<file path="config.mk">
export PLATFORM = sky130hd
export DESIGN_NAME = mff_filter
export DESIGN_NICKNAME = d
export VERILOG_FILES = /design/src/hw/mff_pkg.sv /design/src/hw/mff_coef_mem.sv /design/src/hw/mff_shift_buf.sv /design/src/hw/mff_filter.sv
export SDC_FILE = /design/constraint.sdc
export NUM_CORES = 2
export LEC_CHECK = 0
export ABC_CLOCK_PERIOD_IN_PS = 16600
export BUFFER_PORTS_ARGS = -buffer_cell sky130_fd_sc_hd__buf_4
export CAP_MARGIN = 10
export CORE_MARGIN = 2
export CORE_UTILIZATION = 45
export CTS_BUF_LIST = sky130_fd_sc_hd__clkbuf_16
export CTS_CLUSTER_SIZE = 24
export DETAILED_ROUTE_END_ITERATION = 10
export GPL_ROUTABILITY_DRIVEN = 0
export PLACE_DENSITY = 0.68
export SYNTH_ARGS = -nofsm -noshare
export SYNTH_HDL_FRONTEND = slang
export SYNTH_SLANG_ARGS = --single-unit
</file>
<file path="constraint.sdc">
create_clock -name core_clk -period 16.6 [get_ports core_clk]
set_clock_uncertainty 0.05 [all_clocks]
set_input_delay 0 -clock core_clk [delete_from_list [all_inputs] [get_ports core_clk]]
set_output_delay 0 -clock core_clk [all_outputs]
set_load 0.01 [all_outputs]
</file>
<file path="src/hw/mff_pkg.sv">
// constants, mode type and adder decode shared by the multiply-accumulate filter files
package mff_pkg;

  // tap count and datapath widths
  localparam int NUM_TAPS  = 16;
  localparam int HALF_TAPS = NUM_TAPS / 2;
  localparam int TAP_W     = 4;
  localparam int CNT_W     = 5;
  localparam int DATA_W    = 17;
  localparam int COEF_W    = 18;
  localparam int PRE_W     = DATA_W + 1;
  localparam int PROD_W    = PRE_W + COEF_W;
  localparam int ACC_W     = 48;
  localparam int OUT_W     = 18;
  localparam int TRUNC_W   = 17;

  // sweep terminal indices (before any extra cycle)
  localparam logic [CNT_W-1:0] LAST_FULL = 5'h0F;
  localparam logic [CNT_W-1:0] LAST_HALF = 5'h07;
  localparam logic [TAP_W-1:0] HALF_OFS  = 4'h8;
  localparam logic [TAP_W-1:0] TAP_MAX   = 4'hF;

  // clocks from tap address to the accumulate edge
  localparam int MAC_LAT = 4;

  // rounding constant 0.0111... at the truncation point
  localparam logic [ACC_W-1:0] ROUND_C = 48'h0000_0000_FFFF;

  // adder_operation_select codes: Z in [6:4], Y in [3:2], X in [1:0]
  localparam logic [6:0] OP_MAC_ACC    = 7'h25;
  localparam logic [6:0] OP_LOAD_ROUND = 7'h35;
  localparam logic [6:0] OP_ROUND_CYC  = 7'h2C;
  localparam logic [6:0] OP_MERGE      = 7'h1E;
  localparam logic [6:0] OP_HOLD       = 7'h20;

  // field encodings of the operation select
  localparam logic [1:0] X_M    = 2'h1;
  localparam logic [1:0] X_P    = 2'h2;
  localparam logic [1:0] Y_C    = 2'h3;
  localparam logic [2:0] Z_PCIN = 3'h1;
  localparam logic [2:0] Z_P    = 3'h2;
  localparam logic [2:0] Z_C    = 3'h3;

  typedef enum logic [1:0] {MFF_SINGLE, MFF_SYMM, MFF_DUAL} mff_mode_e;

  // post-adder: load forces the feedback term to zero
  function automatic logic [ACC_W-1:0] mff_adder(input logic [6:0] op, input logic [ACC_W-1:0] p,
                                                 input logic [ACC_W-1:0] m, input logic [ACC_W-1:0] c,
                                                 input logic [ACC_W-1:0] pcin, input logic cin,
                                                 input logic load);
    logic [ACC_W-1:0] xy;
    logic [ACC_W-1:0] z;
    xy = '0;
    z  = '0;
    if (op[1:0] == X_M) xy = m;
    else if (op[1:0] == X_P) xy = p;
    if (op[3:2] == Y_C) xy = xy + c;
    if (op[6:4] == Z_PCIN) z = pcin;
    else if (op[6:4] == Z_P) z = load ? '0 : p;
    else if (op[6:4] == Z_C) z = c;
    return xy + z + {{(ACC_W-1){1'b0}}, cin};
  endfunction : mff_adder

endpackage : mff_pkg

</file>
<file path="src/hw/mff_coef_mem.sv">
// small distributed coefficient memory with one write port and two registered read ports
`timescale 1ns/1ns
module mff_coef_mem
  import mff_pkg::*;
(
  // clock and reset
  input  wire logic                core_clk,
  input  wire logic                rst_n,
  // write port
  input  wire logic                wrEn,
  input  wire logic [TAP_W-1:0]    wrAddr,
  input  wire logic [COEF_W-1:0]   wrData,
  // read ports
  input  wire logic [TAP_W-1:0]    rdAddrA,
  input  wire logic [TAP_W-1:0]    rdAddrB,
  output logic      [COEF_W-1:0]   rdDataA,
  output logic      [COEF_W-1:0]   rdDataB
);

  typedef struct packed {
    logic [NUM_TAPS-1:0][COEF_W-1:0] mem;
    logic [COEF_W-1:0]               rdA;
    logic [COEF_W-1:0]               rdB;
  } mff_coef_s;

  mff_coef_s s;
  mff_coef_s next_s;

  // registered reads return the old word on a same-address write
  always_comb begin
    next_s     = s;
    next_s.rdA = s.mem[rdAddrA];
    next_s.rdB = s.mem[rdAddrB];
    if (wrEn) next_s.mem[wrAddr] = wrData;
  end

  always_ff @(posedge core_clk or negedge rst_n) begin
    if (!rst_n) s <= '0;
    else s <= next_s;
  end

  assign rdDataA = s.rdA;
  assign rdDataB = s.rdB;
endmodule : mff_coef_mem

</file>
<file path="src/hw/mff_shift_buf.sv">
// addressable shift buffer holding the sample history, newest at address zero
`timescale 1ns/1ns
module mff_shift_buf
  import mff_pkg::*;
(
  // clock and reset
  input  wire logic                core_clk,
  input  wire logic                rst_n,
  // shift-in port
  input  wire logic                shiftEn,
  input  wire logic [DATA_W-1:0]   shiftData,
  // read ports
  input  wire logic [TAP_W-1:0]    rdAddrA,
  input  wire logic [TAP_W-1:0]    rdAddrB,
  output logic      [DATA_W-1:0]   rdDataA,
  output logic      [DATA_W-1:0]   rdDataB
);

  typedef struct packed {
    logic [NUM_TAPS-1:0][DATA_W-1:0] sr;
    logic [DATA_W-1:0]               rdA;
    logic [DATA_W-1:0]               rdB;
  } mff_sbuf_s;

  mff_sbuf_s s;
  mff_sbuf_s next_s;

  // reads take the pre-shift contents so the oldest sample leaves before the newest lands
  always_comb begin
    next_s     = s;
    next_s.rdA = s.sr[rdAddrA];
    next_s.rdB = s.sr[rdAddrB];
    if (shiftEn) next_s.sr = {s.sr[NUM_TAPS-2:0], shiftData};
  end

  always_ff @(posedge core_clk or negedge rst_n) begin
    if (!rst_n) s <= '0;
    else s <= next_s;
  end

  assign rdDataA = s.rdA;
  assign rdDataB = s.rdB;
endmodule : mff_shift_buf

</file>
<file path="src/hw/mff_filter.sv">
// multiply-accumulate FIR filter: single, symmetric and dual-engine variants with rounding
// What this block does
// no-extra-cycle rounding loads product plus constant
// carry-in only on last accumulation cycle
// rounding sign taken from penultimate sum
// small filter uses shift buffer, small RAM
// one tap counter addresses both memories
// terminal count shifts in new sample
// delayed terminal count captures, forces load
// symmetric pre-adds mirrored samples before multiply
// symmetric samples narrower than eighteen bits
// fabric pre-adder is the clock-limiting path
// symmetric needs two sample reads, coefficient read
// mirrored reads run ascending and descending
// dual splits taps over two engines
// dual extra cycle merges and rounds
// round adds 0.0111 plus carry if positive
// separate round cycle uses opcode 0101100
// load control delayed four clocks
// oldest sample read before newest written
// one-clock valid pulse per captured result
`timescale 1ns/1ns
module mff_filter
  import mff_pkg::*;
(
  // clock and reset
  input  wire logic                        core_clk,
  input  wire logic                        rst_n,
  // configuration, taken at each sweep boundary
  input  wire mff_pkg::mff_mode_e          filterMode,
  input  wire logic                        roundNoExtra,
  // coefficient load
  input  wire logic                        coefWrEn,
  input  wire logic [mff_pkg::TAP_W-1:0]   coefWrAddr,
  input  wire logic [mff_pkg::COEF_W-1:0]  coefWrData,
  // sample source
  input  wire logic [mff_pkg::DATA_W-1:0]  sampleIn,
  output logic                             sampleTaken,
  // result consumer
  output logic      [mff_pkg::OUT_W-1:0]   result,
  output logic                             resultValid
);
  import mff_pkg::*;

  typedef struct packed {
    logic [CNT_W-1:0]              cnt;
    mff_mode_e                     mode;
    logic                          noExtra;
    logic [MAC_LAT-1:0]            dFirst;
    logic [MAC_LAT-1:0]            dLast;
    logic [MAC_LAT-1:0]            dExtra;
    logic [MAC_LAT-1:0]            dFinal;
    logic [1:0][PRE_W-1:0]         opX;
    logic [1:0][COEF_W-1:0]        opC;
    logic [1:0][PROD_W-1:0]        prod;
    logic [1:0][ACC_W-1:0]         acc;
    logic [OUT_W-1:0]              result;
    logic                          resultValid;
    logic                          sampleTaken;
  } mff_filt_s;

  mff_filt_s s;
  mff_filt_s next_s;

  // second read address: mirrored tap when symmetric, upper half when dual
  function automatic logic [TAP_W-1:0] tapAddrB(input mff_mode_e mode, input logic [TAP_W-1:0] a);
    logic [TAP_W-1:0] b;
    b = a;
    if (mode == MFF_SYMM) b = TAP_MAX - a;
    else if (mode == MFF_DUAL) b = a + HALF_OFS;
    return b;
  endfunction : tapAddrB

  logic [TAP_W-1:0]  addrA;
  logic [TAP_W-1:0]  addrB;
  logic [TAP_W-1:0]  coefAddrB;
  logic [DATA_W-1:0] sampA;
  logic [DATA_W-1:0] sampB;
  logic [COEF_W-1:0] coefA;
  logic [COEF_W-1:0] coefB;
  logic [CNT_W-1:0]  lastIdx;
  logic [CNT_W-1:0]  tcIdx;
  logic              hasExtra;
  logic              tc;
  logic              isDual;
  logic              rndInLoad;
  logic              stgFirst;
  logic              stgLast;
  logic              stgExtra;
  logic [ACC_W-1:0]  mergeSum;
  logic [PRE_W-1:0]  preSum;

  // one counter addresses the sample buffer and the coefficient memory alike
  assign addrA     = s.cnt[TAP_W-1:0];
  assign addrB     = tapAddrB(s.mode, addrA);
  // symmetric pairs share coefficient A, so B only matters for the dual split
  assign coefAddrB = tapAddrB(s.mode, addrA);

  // sweep length: half the taps in symmetric and dual modes, all taps in single, plus any extra cycle
  assign isDual    = (s.mode == MFF_DUAL);
  assign hasExtra  = isDual || !s.noExtra;
  assign lastIdx   = (s.mode == MFF_SINGLE) ? LAST_FULL : LAST_HALF;
  assign tcIdx     = lastIdx + CNT_W'(hasExtra);
  assign tc        = (s.cnt == tcIdx);
  assign rndInLoad = s.noExtra && !isDual;

  // stage flags that line up with the product reaching the accumulator
  assign stgFirst  = s.dFirst[MAC_LAT-2];
  assign stgLast   = s.dLast[MAC_LAT-2];
  assign stgExtra  = s.dExtra[MAC_LAT-2];
  assign mergeSum  = s.acc[0] + s.acc[1];

  // the fabric pre-adder sets the clock ceiling; it is registered straight after
  assign preSum = {sampA[DATA_W-1], sampA} + {sampB[DATA_W-1], sampB};

  mff_shift_buf u_sbuf (
    .core_clk  (core_clk),
    .rst_n     (rst_n),
    .shiftEn   (tc),
    .shiftData (sampleIn),
    .rdAddrA   (addrA),
    .rdAddrB   (addrB),
    .rdDataA   (sampA),
    .rdDataB   (sampB)
  );

  mff_coef_mem u_coef (
    .core_clk (core_clk),
    .rst_n    (rst_n),
    .wrEn     (coefWrEn),
    .wrAddr   (coefWrAddr),
    .wrData   (coefWrData),
    .rdAddrA  (addrA),
    .rdAddrB  (coefAddrB),
    .rdDataA  (coefA),
    .rdDataB  (coefB)
  );

  wire [PROD_W-1:0] prodNext [2];
  wire [ACC_W-1:0]  sumNext  [2];

  // two multiply_accumulate engines; engine 1 only contributes in dual mode
  for (genvar e = 0; e < 2; e++) begin : eng
    logic [6:0]       op;
    logic             cin;
    logic             load;
    logic [ACC_W-1:0] prodExt;

    assign prodNext[e] = PROD_W'($signed(s.opX[e]) * $signed(s.opC[e]));
    assign prodExt     = {{(ACC_W-PROD_W){s.prod[e][PROD_W-1]}}, s.prod[e]};

    // operation select per stage; carry adds the half lsb for positive values
    always_comb begin
      op   = OP_MAC_ACC;
      cin  = 1'b0;
      load = 1'b0;
      if (stgFirst) begin
        load = 1'b1;
        if (rndInLoad) op = OP_LOAD_ROUND;
      end
      if (stgLast && rndInLoad) cin = ~s.acc[e][ACC_W-1];
      if (stgExtra) begin
        if (isDual) begin
          if (e == 1) begin
            op  = OP_MERGE;
            cin = ~mergeSum[ACC_W-1];
          end else begin
            op  = OP_HOLD;
          end
        end else begin
          op  = OP_ROUND_CYC;
          cin = ~s.acc[e][ACC_W-1];
        end
      end
    end

    assign sumNext[e] = mff_adder(op, s.acc[e], prodExt, ROUND_C, s.acc[0], cin, load);
  end

  // next-state: counter, control delay line, operand, product and accumulator stages
  always_comb begin
    next_s     = s;
    next_s.cnt = tc ? '0 : CNT_W'(s.cnt + 1'b1);
    // mode switches only at a sweep boundary; the result in flight may be mixed
    if (tc) begin
      next_s.mode    = filterMode;
      next_s.noExtra = roundNoExtra;
    end
    next_s.dFirst = {s.dFirst[MAC_LAT-2:0], s.cnt == '0};
    next_s.dLast  = {s.dLast[MAC_LAT-2:0], s.cnt == lastIdx};
    next_s.dExtra = {s.dExtra[MAC_LAT-2:0], tc && hasExtra};
    next_s.dFinal = {s.dFinal[MAC_LAT-2:0], tc};
    // operands: one extra bit of headroom carries the pre-adder growth
    next_s.opX[0] = (s.mode == MFF_SYMM) ? preSum : {sampA[DATA_W-1], sampA};
    next_s.opX[1] = {sampB[DATA_W-1], sampB};
    next_s.opC[0] = coefA;
    next_s.opC[1] = coefB;
    for (int e = 0; e < 2; e++) begin
      next_s.prod[e] = prodNext[e];
      next_s.acc[e]  = sumNext[e];
    end
    next_s.sampleTaken = tc;
    next_s.resultValid = s.dFinal[MAC_LAT-1];
    if (s.dFinal[MAC_LAT-1]) begin
      next_s.result = isDual ? s.acc[1][TRUNC_W +: OUT_W] : s.acc[0][TRUNC_W +: OUT_W];
    end
  end

  always_ff @(posedge core_clk or negedge rst_n) begin
    if (!rst_n) s <= '0;
    else s <= next_s;
  end

  // outputs come straight from state flops
  assign sampleTaken = s.sampleTaken;
  assign result      = s.result;
  assign resultValid = s.resultValid;

  // helper for the symmetric product check
  logic [PROD_W-1:0] symProd;
  assign symProd = PROD_W'($signed(preSum) * $signed(coefA));
endmodule : mff_filter

</file>
[Yosys cells after proc, flatten, opt, wreduce, memory -nomap -nowiden]
Index checks and enable logic that the tools add are counted.
W data, S select, Z words.
Word-level totals
  bits in latches: 0
  RAM bits: 0
  ROM bits: 0
  logic and storage cells: 144
  output and inout port bits: 20
  flip-flop bits (word level): 910
  memories: 0
Operators by class
  div/mod/pow operators: 0
  order comparisons: 4
  shift operators: 0
  add/subtract/negate cells: 12
  reductions and logical operators: 9
  multiplexer cells: 44
  bitwise operators: 3
  equal/unequal tests: 16
  $mul: 2
Operators with widths (count)
  $mux W48: 12
  $bwmux W288: 1
  $add A48 B48 Y48: 3
  $bmux W18 S4: 2
  $bmux W17 S4: 2
  $add A48 B1 Y48: 2
  $add A48 B16 Y48 const B: 2
  $mux W18: 5
  $demux W18 S4: 1
  $mul A18 B18 Y36: 1
  $mul A17 B18 Y35: 1
  $mux W17: 2
  $mux W16: 2
  $mux W5: 4
  $add A17 B17 Y18: 1
  $mux W4: 4
  $lt A4 B5 Y1 const B: 3
  $eq A3 B2 Y1 const B: 4
  $mux W6: 2
  $eq A2 B2 Y1 const B: 5
  $mux W1: 7
  $eq A2 B1 Y1 const B: 3
  $eq A3 B1 Y1 const B: 2
  $add A4 B1 Y5: 1
  other kinds (12): 18

[Logic depth before layout (Yosys ltp)]
  depth after elaboration: 13
  gate-level depth with buffers: 27
  gate-level depth less buffers: 24

[Hierarchy]
Synthesis repeated with hierarchy kept, for this count alone.
Unflattened totals
  cells, all modules: 6487
  area total of the unflattened synthesis: 72659.7 µm²
By module, submodules not included
  mff_filter: instances 1, seq. area each 6956.7 µm², cells an instance 4534, area an instance 41172.0 µm²
  mff_coef_mem: instances 1, seq. area each 8107.8 µm², cells an instance 1019, area an instance 16323.2 µm²
  mff_shift_buf: instances 1, seq. area each 7657.3 µm², cells an instance 934, area an instance 15164.5 µm²

[Least setup slack after synthesis]
OpenSTA, ideal clock, no wires.
  path kind: register -> register
  start point: reg s[234] (netlist bit)
  end point: reg s, in the netlist eng[0].prodExt[33]
  arrival: 6034 ps
  period minus slack after synthesis: 6200 ps
  cell stages (with the launch flop): 21
  path buffers: 1
  data required time: 16434 ps
  path slack: 10400 ps
  library setup time: 116 ps
  cells stage by stage: dfrtp_1 clkbuf_1 nand2_1 fa_1 fa_1 fa_1 fa_1 inv_1 fa_1 inv_1 fa_1 inv_1 ha_1 and3_1 o211a_1 a41o_1 o311ai_4 a21oi_1 o41a_1 or3_1 o311ai_0
RTL lines
  start, declared: line mff_filter.sv:62  | mff_filt_s s;
  start signal, assigned: line mff_filter.sv:211  | else s <= next_s;

==> impl_metrics.ini <==
[synth]
async_reset_ff_frac = 1.00
synth_fp_nets = 8108
postSynthCellCount = 7078
ys_seq_elements = 908
synth.distinct_cells = 105
synth-edff-count = 0
synth-main-ff-cell = dfrtp_1
syn_area_sq_um = 73000
yosysWarnings = 0
postSynthAreaPerCell_sq_um = 10.3
ys_seq_area_frac = 0.311

[floorplanning]
rows = 147
dieArea_sq_um = 165000
ioPinCount = 65
die_h_microns = 407
die_w_microns = 407
core_sq_um = 161000
start_util = 0.454

[finish]
syn2layout_area_growth_pct = 8.33
drive_gt1_frac = 0.134
fillers = 14456
final_nets = 7991

[placement]
hpwl_mm = 130
pre_cts_ws_ns = 9.85
place.port_buffers = 64

[clock_network]
cts_max_level = 3
cts_tree = done
clockBufferDepth = 3
cts_made_buffers = 97
root_buffer = clkbuf_16
cts.reportedPaths.clkPinSlew_ns = 0.09
clock_latency_ns = 0.74
clock-sinks = 908

[worst_setup_path]
end_kind = register
start_kind = register
crit_top_cell = fa_1
r2r_slack_ns = 9.86
max_stage_delay_ns = 0.75
required_ns = 17.16
crit_family = adder cells
worstPathCellList = nand2_1 -> fa_1 -> fa_1 -> fa_1 -> fa_1 -> inv_1 -> fa_1 -> inv_1 -> fa_1 -> inv_1 -> ha_1 -> o21ai_0 -> nand2b_1 -> a21oi_1 -> o31ai_1 -> a21oi_1 -> o21ai_0 -> a2111oi_0 -> a211oi_1
worst-path-buf-inv = 3
cp_max_fo = 18
critical_path_class = register to register
arrival_ns = 7.30
slowest_stage = dfrtp_1

[grt]
first_global_vias = 53385
grt_pass1_wl_mm = 300
grt_max_degree = 196
grt_use_total = 0.229
antenna_found_initial = 8
grt_overflow_total = 0

[detailed_routing]
drcViolationCount = 0
dr.pass1.iters = 6
totalWireLength_mm = 186
ant_nets = 0
routed_via_density = 5.66
wl_per_cell_microns = 20.2
drt-initial-drc-count = 4600
vias = 52085

[job]
maxCapViolations = 0

[timing]
setup_viol = 0
fin_crit_ns = 6.74
tightestPinTransition_ns = 1.20
fmax_ghz = 0.148
fin_tns_setup_ns = 0
finalCritPeriodShare = 0.406
rsz0062_at_grt = false
slew_viol_final = 0
finalHoldViolCount = 0
finalWorstSetupSlack_ns = 9.86
relSlewSlack = 0.201

[hold_path]
worstHoldPathType = input pin to register

[status]
outcome = finished, final reports clean
## sequential cells by signal (all words and copies together), names as in the netlist
register	count
resultValid	1
result	18
eng.prodExt	71
u_coef.rdDataA	18
s	171
addrA	4
u_sbuf.rdDataA	17
u_sbuf.s	272
next_s	13
u_coef.s	288
u_sbuf.rdDataB	17
u_coef.rdDataB	18
## kinds of logic after synthesis
logic type	count (synthesis)	share of synthesized area
AOI/OAI and AO/OA	783	0.0708
adders and majority gates	985	0.235
xor gates and xnor gates	219	0.0263
DFF	908	0.311
muxes	611	0.143
and+or+nand+nor	2404	0.150
buffers and inverters	1168	0.0633
## layer usage
layer / global-route usage / vias to the layer above / part of all wire
met5: 0 / - / 0.00022
met4: 0.0753 / 8 / 0.034
met3: 0.0398 / 351 / 0.075
met2: 0.362 / 1939 / 0.46
met1: 0.322 / 26600 / 0.43
li1: - / 23187 / -
## synth_stat cells (86+ instances only)
cell | n | area, sq um
nand3_1 | 89 | 445
nand2_1 | 1445 | 5420
mux4_2 | 315 | 7090
ha_1 | 340 | 4250
clkbuf_1 | 297 | 1110
and2_1 | 355 | 2220
o21ai_0 | 131 | 656
xnor2_1 | 142 | 1240
a21oi_1 | 189 | 946
nor2_1 | 191 | 717
inv_1 | 773 | 2900
dfrtp_1 | 908 | 22700
mux2_2 | 290 | 3270
a21o_1 | 117 | 878
nor2b_1 | 92 | 576
fa_1 | 645 | 12900
a31oi_1 | 86 | 538
## metrics by stage
step / instances / instance area (sq um) / utilization / hold WS [ns]
after floorplan: 7078 / 73000 / - / -0.346
after global placement: 8961 / 75000 / 0.467 / 0.111
after detailed placement: 8961 / 75000 / 0.467 / 0.121
after CTS: 9201 / 79100 / 0.492 / 0.0165
after global routing: 9202 / 79100 / 0.492 / 0.0896
final: 9202 / 79100 / 0.492 / 0.0753
## worst min-delay path: stages
cell	delay [ns]
dlygate4sd3_1	0.52
buf_4	0.10
nand2_1	0.11
nand2_1	0.08
## layout make-up
| type | instances | area, sq um | share of cell area |
|---|---|---|---|
| sequential | 908 | 22700 | 0.288 |
| inverter | 774 | 2910 | 0.0368 |
| antenna | 1 | 2.50 | 0.0000317 |
| multi-input combinational | 5002 | 45800 | 0.579 |
| clock inverter | 80 | 913 | 0.0116 |
| timing repair buffer | 178 | 1530 | 0.0193 |
| tap | 2160 | 2700 | 0.0342 |
| clock buffer | 99 | 2480 | 0.0313 |
## timing repair
action                                 4_1_cts  5_1_grt
endpoints found under the hold margin      419        0
hold buffers                                61        0
gates resized for setup                      0        0
setup buffers                                0        0
## worst paths after layout
path | from | endpoint | cells past startpoint
worst max-delay path | s[244]$_DFF_PN0_ | eng[1].prodExt[32]$_DFF_PN0_ | 19
worst min-delay path | sampleIn[11] | u_sbuf.s[45]$_DFFE_PN0P_ | 4
worst max register to register | s[244]$_DFF_PN0_ | eng[1].prodExt[32]$_DFF_PN0_ | 19
worst min register to register | u_coef.rdDataA[10]$_DFF_PN0_ | s[198]$_DFF_PN0_ | 0
max in group asynchronous | rst_n | u_coef.s[246]$_DFFE_PN0P_ | 7
min in group asynchronous | rst_n | result[12]$_DFFE_PN0P_ | 3
## cell usage in the layout (no fill, tap or decap), types with 10 or more instances in the layout
master	instances
nand2_1	1444
dfrtp_1	903
inv_1	792
fa_1	645
and2_1	355
ha_1	340
mux4_2	315
mux2_2	290
a21oi_1	189
nor2_1	182
xnor2_1	138
o21ai_0	131
a21o_1	117
buf_4	115
clkbuf_16	99
nor2b_1	91
nand3_1	89
a31oi_1	86
xor2_1	76
dlygate4sd3_1	60
a211oi_1	56
nor3_1	46
o21bai_1	33
nand4_1	31
nand2b_1	30
o21a_1	28
and3_1	27
clkinv_1	18
o31ai_1	17
bufinv_16	16
o211ai_1	14
clkinv_2	12
and4_1	11
nor4_1	10
Power is left out: the tool's default activity adds up to more than one toggle a clock period on the data nets, which glitch-free logic cannot reach.
